**src/rtl/pedups_pkg.sv**
```systemverilog
package pedups_pkg;

   // register index on the plain software port
   localparam int         ADDR_W     = 2;
   localparam logic [1:0] ADDR_DIR   = 2'h0;
   localparam logic [1:0] ADDR_UPPER = 2'h1;
   localparam logic [1:0] ADDR_LOWER = 2'h2;

   // reset values, taken on power-on reset; RDATA_RESET is also the read data of every cycle without a read
   localparam logic [15:0] DIR_RESET   = 16'h0000;
   localparam logic [15:0] UPPER_RESET = 16'h0000;
   localparam logic [15:0] LOWER_RESET = 16'h0000;
   localparam logic [15:0] RDATA_RESET = 16'h0000;

   // writable bits; the rest are reserved and read as zero
   localparam logic [15:0] UPPER_MASK = 16'hfd55;
   localparam logic [15:0] LOWER_MASK = 16'h55ff;

   // role field positions in the upper role register (pins 15..8)
   localparam int P15_LSB = 14;
   localparam int P14_LSB = 12;
   localparam int P13_LSB = 10;
   localparam int P12_BIT = 8;
   localparam int P11_BIT = 6;
   localparam int P10_BIT = 4;
   localparam int P9_BIT  = 2;
   localparam int P8_BIT  = 0;

   // role field positions in the lower role register (pins 7..0)
   localparam int P7_BIT = 14;
   localparam int P6_BIT = 12;
   localparam int P5_BIT = 10;
   localparam int P4_BIT = 8;
   localparam int P3_LSB = 6;
   localparam int P2_LSB = 4;
   localparam int P1_LSB = 2;
   localparam int P0_LSB = 0;

   // role codes of a two-bit field
   localparam logic [1:0] CODE_GPIO  = 2'h0;
   localparam logic [1:0] CODE_TIMER = 2'h1;
   localparam logic [1:0] CODE_ALT1  = 2'h2;
   localparam logic [1:0] CODE_ALT2  = 2'h3;

   // decoded role of one pin
   typedef enum logic [3:0] {
      PR_GPIO,
      PR_TIMER,
      PR_DMA_ACKNOWLEDGE_1,
      PR_DMA_ACKNOWLEDGE_0,
      PR_IRQ,
      PR_AHOLD,
      PR_MANUAL_RESET_IN,
      PR_DMA_REQUEST_ACK_1,
      PR_DMA_REQUEST_ACK_0,
      PR_DREQ1,
      PR_DREQ0
   } pedups_role_t;

   typedef pedups_role_t [15:0] pedups_roles_t;

   // peripheral levels that may be routed out to a pin
   typedef struct packed {
      logic dma_acknowledge_1;
      logic dma_acknowledge_0;
      logic dma_request_ack_1;
      logic dma_request_ack_0;
      logic irq_n;
      logic ahold_n;
   } pedups_periph_t;

   // peripheral inputs taken from a pin
   typedef struct packed {
      logic manual_reset_in_req;
      logic dreq1;
      logic dreq0;
   } pedups_pin_req_t;

   // whole state of the top module
   typedef struct packed {
      logic [15:0]     dir;
      logic [15:0]     upper;
      logic [15:0]     lower;
      logic [15:0]     rdata;
      logic [15:0]     pin_sync1;
      logic [15:0]     pin_sync2;
      logic            mode_sync1;
      logic            mode_sync2;
      logic [15:0]     pin_out;
      logic [15:0]     pin_oe;
      pedups_pin_req_t req;
   } pedups_state_t;

   localparam pedups_state_t STATE_RESET = '{
      dir:        DIR_RESET,
      upper:      UPPER_RESET,
      lower:      LOWER_RESET,
      rdata:      RDATA_RESET,
      pin_sync1:  16'h0000,
      pin_sync2:  16'h0000,
      mode_sync1: 1'b0,
      mode_sync2: 1'b0,
      pin_out:    16'h0000,
      pin_oe:     16'h0000,
      req:        '{manual_reset_in_req: 1'b0, dreq1: 1'b1, dreq0: 1'b1}
   };

endpackage

```
**src/rtl/pedups_role_dec.sv**
```systemverilog
`timescale 1ns/1ps
module pedups_role_dec
   import pedups_pkg::*;
(
   input  wire logic [15:0]   upper,        // upper role register
   input  wire logic [15:0]   lower,        // lower role register
   input  wire logic          single_chip,  // synchronised single-chip mode
   output pedups_roles_t      roles         // decoded role per pin
);

   // one-bit field: general I/O or timer pin
   function automatic pedups_role_t dec_bit(input logic code);
      dec_bit = code ? PR_TIMER : PR_GPIO;
   endfunction

   // two-bit field; reserved or mode-killed codes fall back to general I/O
   function automatic pedups_role_t dec_pair(input logic [1:0] code,
                                             input pedups_role_t alt1,
                                             input pedups_role_t alt2);
      case (code)
         CODE_TIMER: dec_pair = PR_TIMER;
         CODE_ALT1:  dec_pair = alt1;
         CODE_ALT2:  dec_pair = alt2;
         default:    dec_pair = PR_GPIO;
      endcase
   endfunction

   // upper pins follow the upper register, lower pins the lower one
   always_comb begin
      roles[15] = dec_pair(upper[P15_LSB +: 2],
                           single_chip ? PR_GPIO : PR_DMA_ACKNOWLEDGE_1,
                           single_chip ? PR_GPIO : PR_IRQ);
      roles[14] = dec_pair(upper[P14_LSB +: 2],
                           single_chip ? PR_GPIO : PR_DMA_ACKNOWLEDGE_0,
                           single_chip ? PR_GPIO : PR_AHOLD);
      roles[13] = dec_pair(upper[P13_LSB +: 2], PR_MANUAL_RESET_IN, PR_GPIO);
      roles[12] = dec_bit(upper[P12_BIT]);
      roles[11] = dec_bit(upper[P11_BIT]);
      roles[10] = dec_bit(upper[P10_BIT]);
      roles[9]  = dec_bit(upper[P9_BIT]);
      roles[8]  = dec_bit(upper[P8_BIT]);
      roles[7]  = dec_bit(lower[P7_BIT]);
      roles[6]  = dec_bit(lower[P6_BIT]);
      roles[5]  = dec_bit(lower[P5_BIT]);
      roles[4]  = dec_bit(lower[P4_BIT]);
      roles[3]  = dec_pair(lower[P3_LSB +: 2], single_chip ? PR_GPIO : PR_DMA_REQUEST_ACK_1, PR_GPIO);
      roles[2]  = dec_pair(lower[P2_LSB +: 2], single_chip ? PR_GPIO : PR_DREQ1, PR_GPIO);
      roles[1]  = dec_pair(lower[P1_LSB +: 2], single_chip ? PR_GPIO : PR_DMA_REQUEST_ACK_0, PR_GPIO);
      roles[0]  = dec_pair(lower[P0_LSB +: 2], single_chip ? PR_GPIO : PR_DREQ0, PR_GPIO);
   end

endmodule

```
**src/rtl/pedups_top.sv**
```systemverilog
`timescale 1ns/1ps
// How it works
// - a pin in general I/O or timer role is driven when its direction bit is 1, input when 0.
// - for any other role the direction bit has no effect on the pin.
// - the direction register is 16 read/write bits, bit n for pin n.
// - the direction register clears only on power-on reset and otherwise holds.
// - both role registers clear only on power-on reset and otherwise hold.
// - the upper role register serves pins 15 to 8, the lower one pins 7 to 0.
// - pin 15 field: general I/O, timer, DMA ack 1, interrupt out; single-chip remaps.
// - pin 14 field: general I/O, timer, DMA ack 0, address hold; single-chip gives I/O.
// - pin 13 field: general I/O, timer, manual reset input, reserved.
// - one-bit fields for pins 12 to 8 pick general I/O at 0 and timer at 1.
// - odd upper bits below 10 are reserved, read 0, and software writes 0.
// - in single-chip mode the DMA and address hold choices give general I/O.
module pedups_top
   import pedups_pkg::*;
(
   input  wire logic              CLK,          // 200 MHz system clock
   input  wire logic              SYS_RST,      // power-on reset, synchronous
   input  wire logic [ADDR_W-1:0] ADDR,         // register index
   input  wire logic [15:0]       WDATA,        // write data
   input  wire logic              WR_EN,        // write strobe
   input  wire logic              RD_EN,        // read strobe
   output logic      [15:0]       RDATA,        // read data, cycle after strobe
   input  wire logic              SINGLE_CHIP,  // mode pin level, asynchronous
   input  wire logic [15:0]       GPIO_OUT,     // port data to drive
   input  wire logic [15:0]       TMR_OUT,      // timer compare levels
   input  pedups_periph_t         PERIPH,       // dma, irq and hold levels
   input  wire logic [15:0]       PIN_IN,       // pad input levels
   output logic      [15:0]       PIN_OUT,      // pad output levels
   output logic      [15:0]       PIN_OE,       // pad output enables
   output logic      [15:0]       PIN_LEVEL,    // synchronised pad levels
   output pedups_pin_req_t        PIN_REQ       // manual reset and dma requests
);

   pedups_state_t st_reg;
   pedups_state_t st_next;
   pedups_roles_t roles;

   // roles come from the stored registers, so pin changes lag a write by one cycle
   pedups_role_dec pedups_role_dec_inst (
      .upper       (st_reg.upper),
      .lower       (st_reg.lower),
      .single_chip (st_reg.mode_sync2),
      .roles       (roles)
   );

   // next state: synchronisers, register file, read port and pin drive
   always_comb begin
      st_next = st_reg;

      // pads and mode pin come from outside, two flops before use
      st_next.pin_sync1  = PIN_IN;
      st_next.pin_sync2  = st_reg.pin_sync1;
      st_next.mode_sync1 = SINGLE_CHIP;
      st_next.mode_sync2 = st_reg.mode_sync1;

      // software writes; reserved bits are forced to zero at store time
      if (WR_EN) begin
         case (ADDR)
            ADDR_DIR:   st_next.dir   = WDATA;
            ADDR_UPPER: st_next.upper = WDATA & UPPER_MASK;
            ADDR_LOWER: st_next.lower = WDATA & LOWER_MASK;
            default:    st_next.dir   = st_reg.dir;
         endcase
      end

      // read data stand for exactly one cycle, zero otherwise
      st_next.rdata = RDATA_RESET;
      if (RD_EN) begin
         case (ADDR)
            ADDR_DIR:   st_next.rdata = st_reg.dir;
            ADDR_UPPER: st_next.rdata = st_reg.upper & UPPER_MASK;
            ADDR_LOWER: st_next.rdata = st_reg.lower & LOWER_MASK;
            default:    st_next.rdata = RDATA_RESET;
         endcase
      end

      // per-pin drive; only I/O and timer roles look at the direction bit
      for (int i = 0; i < 16; i++) begin
         case (roles[i])
            PR_GPIO: begin
               st_next.pin_oe[i]  = st_reg.dir[i];
               st_next.pin_out[i] = GPIO_OUT[i];
            end
            PR_TIMER: begin
               st_next.pin_oe[i]  = st_reg.dir[i];
               st_next.pin_out[i] = TMR_OUT[i];
            end
            PR_DMA_ACKNOWLEDGE_1: begin
               st_next.pin_oe[i]  = 1'b1;
               st_next.pin_out[i] = PERIPH.dma_acknowledge_1;
            end
            PR_DMA_ACKNOWLEDGE_0: begin
               st_next.pin_oe[i]  = 1'b1;
               st_next.pin_out[i] = PERIPH.dma_acknowledge_0;
            end
            PR_DMA_REQUEST_ACK_1: begin
               st_next.pin_oe[i]  = 1'b1;
               st_next.pin_out[i] = PERIPH.dma_request_ack_1;
            end
            PR_DMA_REQUEST_ACK_0: begin
               st_next.pin_oe[i]  = 1'b1;
               st_next.pin_out[i] = PERIPH.dma_request_ack_0;
            end
            PR_IRQ: begin
               st_next.pin_oe[i]  = 1'b1;
               st_next.pin_out[i] = PERIPH.irq_n;
            end
            PR_AHOLD: begin
               st_next.pin_oe[i]  = 1'b1;
               st_next.pin_out[i] = PERIPH.ahold_n;
            end
            PR_MANUAL_RESET_IN, PR_DREQ1, PR_DREQ0: begin
               st_next.pin_oe[i]  = 1'b0;
               st_next.pin_out[i] = 1'b0;
            end
            default: begin
               st_next.pin_oe[i]  = st_reg.dir[i];
               st_next.pin_out[i] = GPIO_OUT[i];
            end
         endcase
      end

      // input roles: dma requests idle high and the manual reset request idles low unless the pin carries them
      st_next.req.manual_reset_in_req = (roles[13] == PR_MANUAL_RESET_IN) && !st_reg.pin_sync2[13];
      st_next.req.dreq1    = (roles[2] == PR_DREQ1) ? st_reg.pin_sync2[2] : 1'b1;
      st_next.req.dreq0    = (roles[0] == PR_DREQ0) ? st_reg.pin_sync2[0] : 1'b1;
   end

   // SYS_RST stands for power-on reset only; nothing else clears the registers
   always_ff @(posedge CLK) begin
      if (SYS_RST) begin
         st_reg <= STATE_RESET;
      end else begin
         st_reg <= st_next;
      end
   end

   // every output straight from the state flops
   assign RDATA     = st_reg.rdata;
   assign PIN_OUT   = st_reg.pin_out;
   assign PIN_OE    = st_reg.pin_oe;
   assign PIN_LEVEL = st_reg.pin_sync2;
   assign PIN_REQ   = st_reg.req;

   // helper: pins whose role honours the direction bit
   logic [15:0] dir_pins;
   always_comb begin
      for (int i = 0; i < 16; i++) begin
         dir_pins[i] = (roles[i] == PR_GPIO) || (roles[i] == PR_TIMER);
      end
   end

   // direction bit reaches the enable of an I/O or timer pin one cycle later
   chk_dir_to_oe: assert property (@(posedge CLK) disable iff (SYS_RST)
      1'b1 |=> ((PIN_OE & $past(dir_pins)) == ($past(st_reg.dir) & $past(dir_pins))))
      else $error("direction bit not reflected on pin enable");

   // a dma acknowledge pin drives whatever the direction bit says
   chk_dack_ignores_dir: assert property (@(posedge CLK) disable iff (SYS_RST)
      (roles[15] == PR_DMA_ACKNOWLEDGE_1) && !st_reg.dir[15] |=> PIN_OE[15] && (PIN_OUT[15] == $past(PERIPH.dma_acknowledge_1)))
      else $error("dma acknowledge pin not driven");

   // a direction write is stored whole and reads back
   chk_dir_write_read: assert property (@(posedge CLK) disable iff (SYS_RST)
      WR_EN && (ADDR == ADDR_DIR) ##1 RD_EN && (ADDR == ADDR_DIR) |=> RDATA == $past(WDATA, 2))
      else $error("direction register readback mismatch");

   // reset leaves all three registers clear
   chk_reset_clear: assert property (@(posedge CLK)
      $past(SYS_RST) |-> (st_reg.dir == DIR_RESET) && (st_reg.upper == UPPER_RESET)
                         && (st_reg.lower == LOWER_RESET))
      else $error("registers not cleared by reset");

   // lower register alone steers pin 7
   chk_lower_pin7: assert property (@(posedge CLK) disable iff (SYS_RST)
      st_reg.lower[P7_BIT] |-> roles[7] == PR_TIMER)
      else $error("pin 7 role not taken from lower register");

   // pin 15 code 11 outside single-chip mode is the interrupt output
   chk_pin15_irq: assert property (@(posedge CLK) disable iff (SYS_RST)
      !st_reg.mode_sync2 && (st_reg.upper[P15_LSB +: 2] == CODE_ALT2) |=>
      PIN_OE[15] && (PIN_OUT[15] == $past(PERIPH.irq_n)))
      else $error("pin 15 interrupt output not routed");

   // pin 14 code 11 outside single-chip mode is address hold
   chk_pin14_hold: assert property (@(posedge CLK) disable iff (SYS_RST)
      !st_reg.mode_sync2 && (st_reg.upper[P14_LSB +: 2] == CODE_ALT2) |-> roles[14] == PR_AHOLD)
      else $error("pin 14 address hold not decoded");

   // manual reset role turns a low pad into a request within three cycles
   chk_manual_reset_in_path: assert property (@(posedge CLK) disable iff (SYS_RST)
      (roles[13] == PR_MANUAL_RESET_IN) && !PIN_IN[13] ##1 (roles[13] == PR_MANUAL_RESET_IN) [*2] |=>
      PIN_REQ.manual_reset_in_req && !PIN_OE[13])
      else $error("manual reset request not raised");

   // pin 12 one-bit field picks the timer role
   chk_pin12_timer: assert property (@(posedge CLK) disable iff (SYS_RST)
      st_reg.upper[P12_BIT] |-> roles[12] == PR_TIMER)
      else $error("pin 12 timer role not decoded");

   // reserved bits of the upper register always read as zero
   chk_upper_rsv: assert property (@(posedge CLK) disable iff (SYS_RST)
      RD_EN && (ADDR == ADDR_UPPER) |=> (RDATA & ~UPPER_MASK) == 16'h0000)
      else $error("reserved role bits read nonzero");

   // single-chip mode turns the dma acknowledge choice into plain I/O
   chk_sc_override: assert property (@(posedge CLK) disable iff (SYS_RST)
      st_reg.mode_sync2 && (st_reg.upper[P14_LSB +: 2] == CODE_ALT1) |-> roles[14] == PR_GPIO)
      else $error("single-chip override ignored");

   // a reserved code on pin 13 behaves as I/O under the direction bit
   chk_rsv_code_gpio: assert property (@(posedge CLK) disable iff (SYS_RST)
      (st_reg.upper[P13_LSB +: 2] == CODE_ALT2) |=> PIN_OE[13] == $past(st_reg.dir[13]))
      else $error("reserved code did not fall back to general I/O");

endmodule

```
**config.mk**
```make
export PLATFORM = sky130hd
export DESIGN_NAME = pedups_top
export DESIGN_NICKNAME = d
export VERILOG_FILES = /design/src/rtl/pedups_pkg.sv /design/src/rtl/pedups_role_dec.sv /design/src/rtl/pedups_top.sv
export SDC_FILE = /design/constraint.sdc
export NUM_CORES = 1
export LEC_CHECK = 0
export BUFFER_PORTS_ARGS = -buffer_cell sky130_fd_sc_hd__buf_2
export CAP_MARGIN = 20
export CORE_MARGIN = 10
export CORE_UTILIZATION = 55
export DETAILED_ROUTE_END_ITERATION = 10
export GPL_TIMING_DRIVEN = 0
export PLACE_DENSITY = 0.91
export SYNTH_ARGS = -nofsm -noshare
export SYNTH_HDL_FRONTEND = slang
export SYNTH_HIERARCHICAL = 1
export SYNTH_SLANG_ARGS = --single-unit
```
**constraint.sdc**
```tcl
create_clock -name CLK -period 2.3 [get_ports CLK]
set_input_delay 0.23 -clock CLK [delete_from_list [all_inputs] [get_ports CLK]]
set_output_delay 0.23 -clock CLK [all_outputs]
set_load 0.02 [all_outputs]
```
* Yosys cells after proc, flatten, opt, wreduce, memory -nomap -nowiden
Cells that the tools add are included.
W data, S select, Z words.
** Word-level totals
- Bits in registers :: 124
- Latch bits :: 0
- RAM bits :: 0
- Memory bits (read-only) :: 0
- Input bits :: 77
- Output and inout bits :: 67
- Memories kept :: 0
** Cells by class
- $add $sub $neg :: 0
- Multipliers :: 0
- Divide/modulo/power cells :: 0
- Order comparisons :: 0
- Eq/ne operators :: 178
- Shift operators :: 0
- Multiplexer cells :: 57
- Bitwise gates (word level) :: 3
- Reduce and logical (&&, ||, !) cells :: 41
** Operators with widths (number)
- $eq A4 B3 Y1 const B :: 64
- $eq A4 B4 Y1 const B :: 48
- $eq A4 B2 Y1 const B :: 32
- $pmux W1 S8 :: 16
- $reduce_or A6 Y1 :: 16
- $eq A4 B1 Y1 const B :: 16
- $pmux W16 S3 :: 1
- $reduce_or A3 Y1 :: 16
- $pmux W1 S2 :: 16
- $pmux W4 S2 :: 4
- $pmux W4 S3 :: 2
- $eq A2 B2 Y1 const B :: 10
- $eq A2 B1 Y1 const B :: 8
- $mux W4 :: 3
- $mux W1 :: 9
- $mux W3 :: 3
- $pmux W3 S2 :: 1
- $reduce_and A2 Y1 :: 3
- $reduce_or A2 Y1 :: 3
- $mux W2 :: 2
- $not A1 Y1 :: 3
- $logic_not A2 Y1 :: 1
- $logic_and A1 B1 Y1 :: 1
- $logic_not A1 Y1 :: 1

* Depth between registers and ports, before layout
- Depth after elaboration :: 5
- Depth in mapped cells :: 9

* Cells and area by module
Netlist, hierarchy kept.
** By module, submodules not included
- pedups_top :: instances 1, cells each 863, area an instance 6972.9 um^2, sequential area each 2482.4 um^2
- pedups_role_dec :: instances 1, cells each 81, area an instance 630.6 um^2, sequential area each 0.0 um^2

* Worst setup path after synthesis
Ideal clock, no wire load.
- Path kind :: register to register
- From :: register st_reg[85] (netlist bit)
- To :: register st_reg, in the netlist PIN_OUT[0]
- Library setup time :: 0.091 ns
- Arrival :: 1.729 ns
- Required time :: 2.209 ns
- Setup slack :: 0.480 ns
- Cell stages (with the launch flop) :: 10
- Buffers on the path :: 2
- Period minus slack after synthesis :: 1.820 ns
- Cells stage by stage :: dfxtp_1 > inv_1 > ha_1 > nor3b_1 > buf_4 > clkbuf_1 > nand3b_1 > a21oi_1 > o21bai_1 > a311oi_1
** RTL lines
- start: declaration :: line pedups_top.sv:36 : pedups_state_t st_reg;
- start signal: assignment :: line pedups_top.sv:136 : st_reg <= st_next;

==> impl_metrics.toml <==
[run_status]
status = "completed"

[finish]
largest_reg_flops = 40
register_area_mm2 = 0.00248
stdcell_area_mm2 = 0.00919
multiInputGateArea_mm2 = 0.00382
nFillCells = 1015
layout-drive-gt1-share_pct = 31.5
area_growth_pct = 21.0
nets = 1220

[cts]
cts.htree.levels = 4
cts-root-buf = "clkbuf_16"
cts_buffers = 17
hold_buffers = 0
insertion_delay_ps = 430
ctsResizeCount = 0
clk_path_buf_depth = 2
clkTransAtPathRegs_ps = 60
cts_setup_buffers = 0
cts.sinks = 124
cts_tree = "yes"

[worst_hold_path]
hp-start = "PIN_IN[10]"
holdPathEnd = "st_next[47]$_SDFF_PP0_"
min_path_cells = 2
hold_path_class = "input port to register"

[timing]
finalSetupTns_ps = 0
grt_setup_unrepaired = "false"
finalMaxSlewViolations = 0
max-slew-margin-rel_pct = 42.0
setup_viol = 0
worstMarginPinSlew_ps = 870
period_share_pct = 86.2
period_needed_ps = 1980
max_freq_mhz = 505
fin_skew_ps = 7.74
finalHoldViolCount = 0

[floorplanning]
rows = 42
die_h_um = 138
num_io_pins = 144
initial_core_util_pct = 56.7
die-area_mm2 = 0.0189
core-area_mm2 = 0.0134
die_x_um = 138

[power_and_ir_drop]
p_total_uw = 5780
leakagePower_uw = 0.00425
vdd_drop_max_v = 0.000453
powerDensity_mw_per_mm2 = 629

[synthesis]
postSynthCellCount = 943
synth.yosys.warnings = 6
synth_area_mm2 = 0.00760
synth.avg_cell_area_um2 = 8.06

[place]
numPortBuffers = 139
dp_hpwl_um = 15300
place.gp.congestion = 0.910
placed_cell_area_mm2 = 0.00865

[drt]
routed_wl_um = 21900
wl_per_cell_um = 16.6
drc_errors = 0
dr.pass1.iters = 5
vias = 7269
ant_nets = 0
drtIter0Drc = 552
via_per_inst = 5.49

[critical_path]
r2r_slack_ps = 320
reg2reg_from = "st_reg[91]$_SDFFE_PP0P_"
worstPathArrival_ps = 2250
r2r-end = "PIN_OUT[3]$_SDFF_PP0_"
start_kind = "register"
end_kind = "register"
worstPathRequired_ps = 2570
critPathKind = "register to register"
reg2reg_depth = 8
path_max_fanout = 10

[global_routing]
antenna_found_initial = 4
grt-ovfl-total = 0
grt_usage_pct = 22.9
grt_max_degree = 17
grt_pass1_wl_um = 34200
grt_pass1_vias = 6810

[run]
max-cap-violations = 0
-- layer usage --
layer | wire [um] | GRT usage (%) | vias to the layer above
met5 | 19 | 0 | -
met4 | 787 | 11.2 | 4
met3 | 1900 | 5.94 | 76
met2 | 10900 | 38.3 | 322
met1 | 8390 | 26.6 | 3359
li1 | - | - | 3508
-- cells in the final DEF (no fill, tap or decap), types with 4 or more instances in the layout --
master	count
clkbuf_1	17
inv_1	34
buf_2	178
buf_6	5
mux2i_1	43
a311oi_1	42
a21o_1	4
nand3b_1	12
nor2b_1	53
buf_4	131
nand3_1	15
dfxtp_1	124
nor3b_1	17
conb_1	36
ha_1	8
nor2_1	85
nor3_2	6
nand2_1	73
and3_1	10
nor3_1	35
a211o_1	12
clkinv_2	6
o21ai_0	29
a22o_1	4
a21oi_1	79
o221ai_1	4
nand2b_1	6
clkbuf_16	17
-- metrics by stage --
stage / util [%] / instances / setup slack, ps / hold slack [ps]
2_1_floorplan: - / 978 / 480 / 358
3_3_place_gp: 64.5 / 1293 / 287 / 416
3_5_place_dp: 64.5 / 1293 / 234 / 422
4_1_cts: 68.6 / 1324 / 213 / 7.73
5_1_grt: 68.6 / 1325 / 242 / 21.8
6_report: 68.6 / 1325 / 318 / 17.4
-- critical path: stages, from the launching register on --
cell and delay (ps):
dfxtp_1 350, inv_1 70, ha_1 140, nor2b_4 240, buf_4 140, buf_2 180
mux2_2 350, a32oi_1 220, a311oi_1 120
-- layout make-up --
cell class	count	area share, %
inverter	34	1.39
clock inverter	8	0.735
tap	176	2.40
multi-input combinational	627	41.5
buffer	192	14.1
sequential	124	27.0
timing repair buffer	139	7.57
clock buffer	23	5.20
antenna	2	0.0544
-- worst max path at each step --
stage | startpoint | to | slack, ps | cells past startpoint
finish | st_reg[91]$_SDFFE_PP0P_ | PIN_OUT[3]$_SDFF_PP0_ | 320 | 8
global route | st_reg[92]$_SDFFE_PP0P_ | PIN_OUT[3]$_SDFF_PP0_ | 240 | 7
CTS | st_reg[85]$_SDFFE_PP0P_ | PIN_OUT[0]$_SDFF_PP0_ | 210 | 9
detailed placement | st_reg[85]$_SDFFE_PP0P_ | PIN_OUT[0]$_SDFF_PP0_ | 230 | 9
global placement | st_reg[85]$_SDFFE_PP0P_ | PIN_OUT[0]$_SDFF_PP0_ | 290 | 9
floorplan | st_reg[85]$_SDFFE_PP0P_ | PIN_OUT[0]$_SDFF_PP0_ | 480 | 9
-- power by group --
group	internal, uW	switching, uW	total, uW
combinational	440	531	971
clock	1550	966	2520
sequential	2250	48.7	2300
Note: power is estimated with default switching activity, not from simulation.
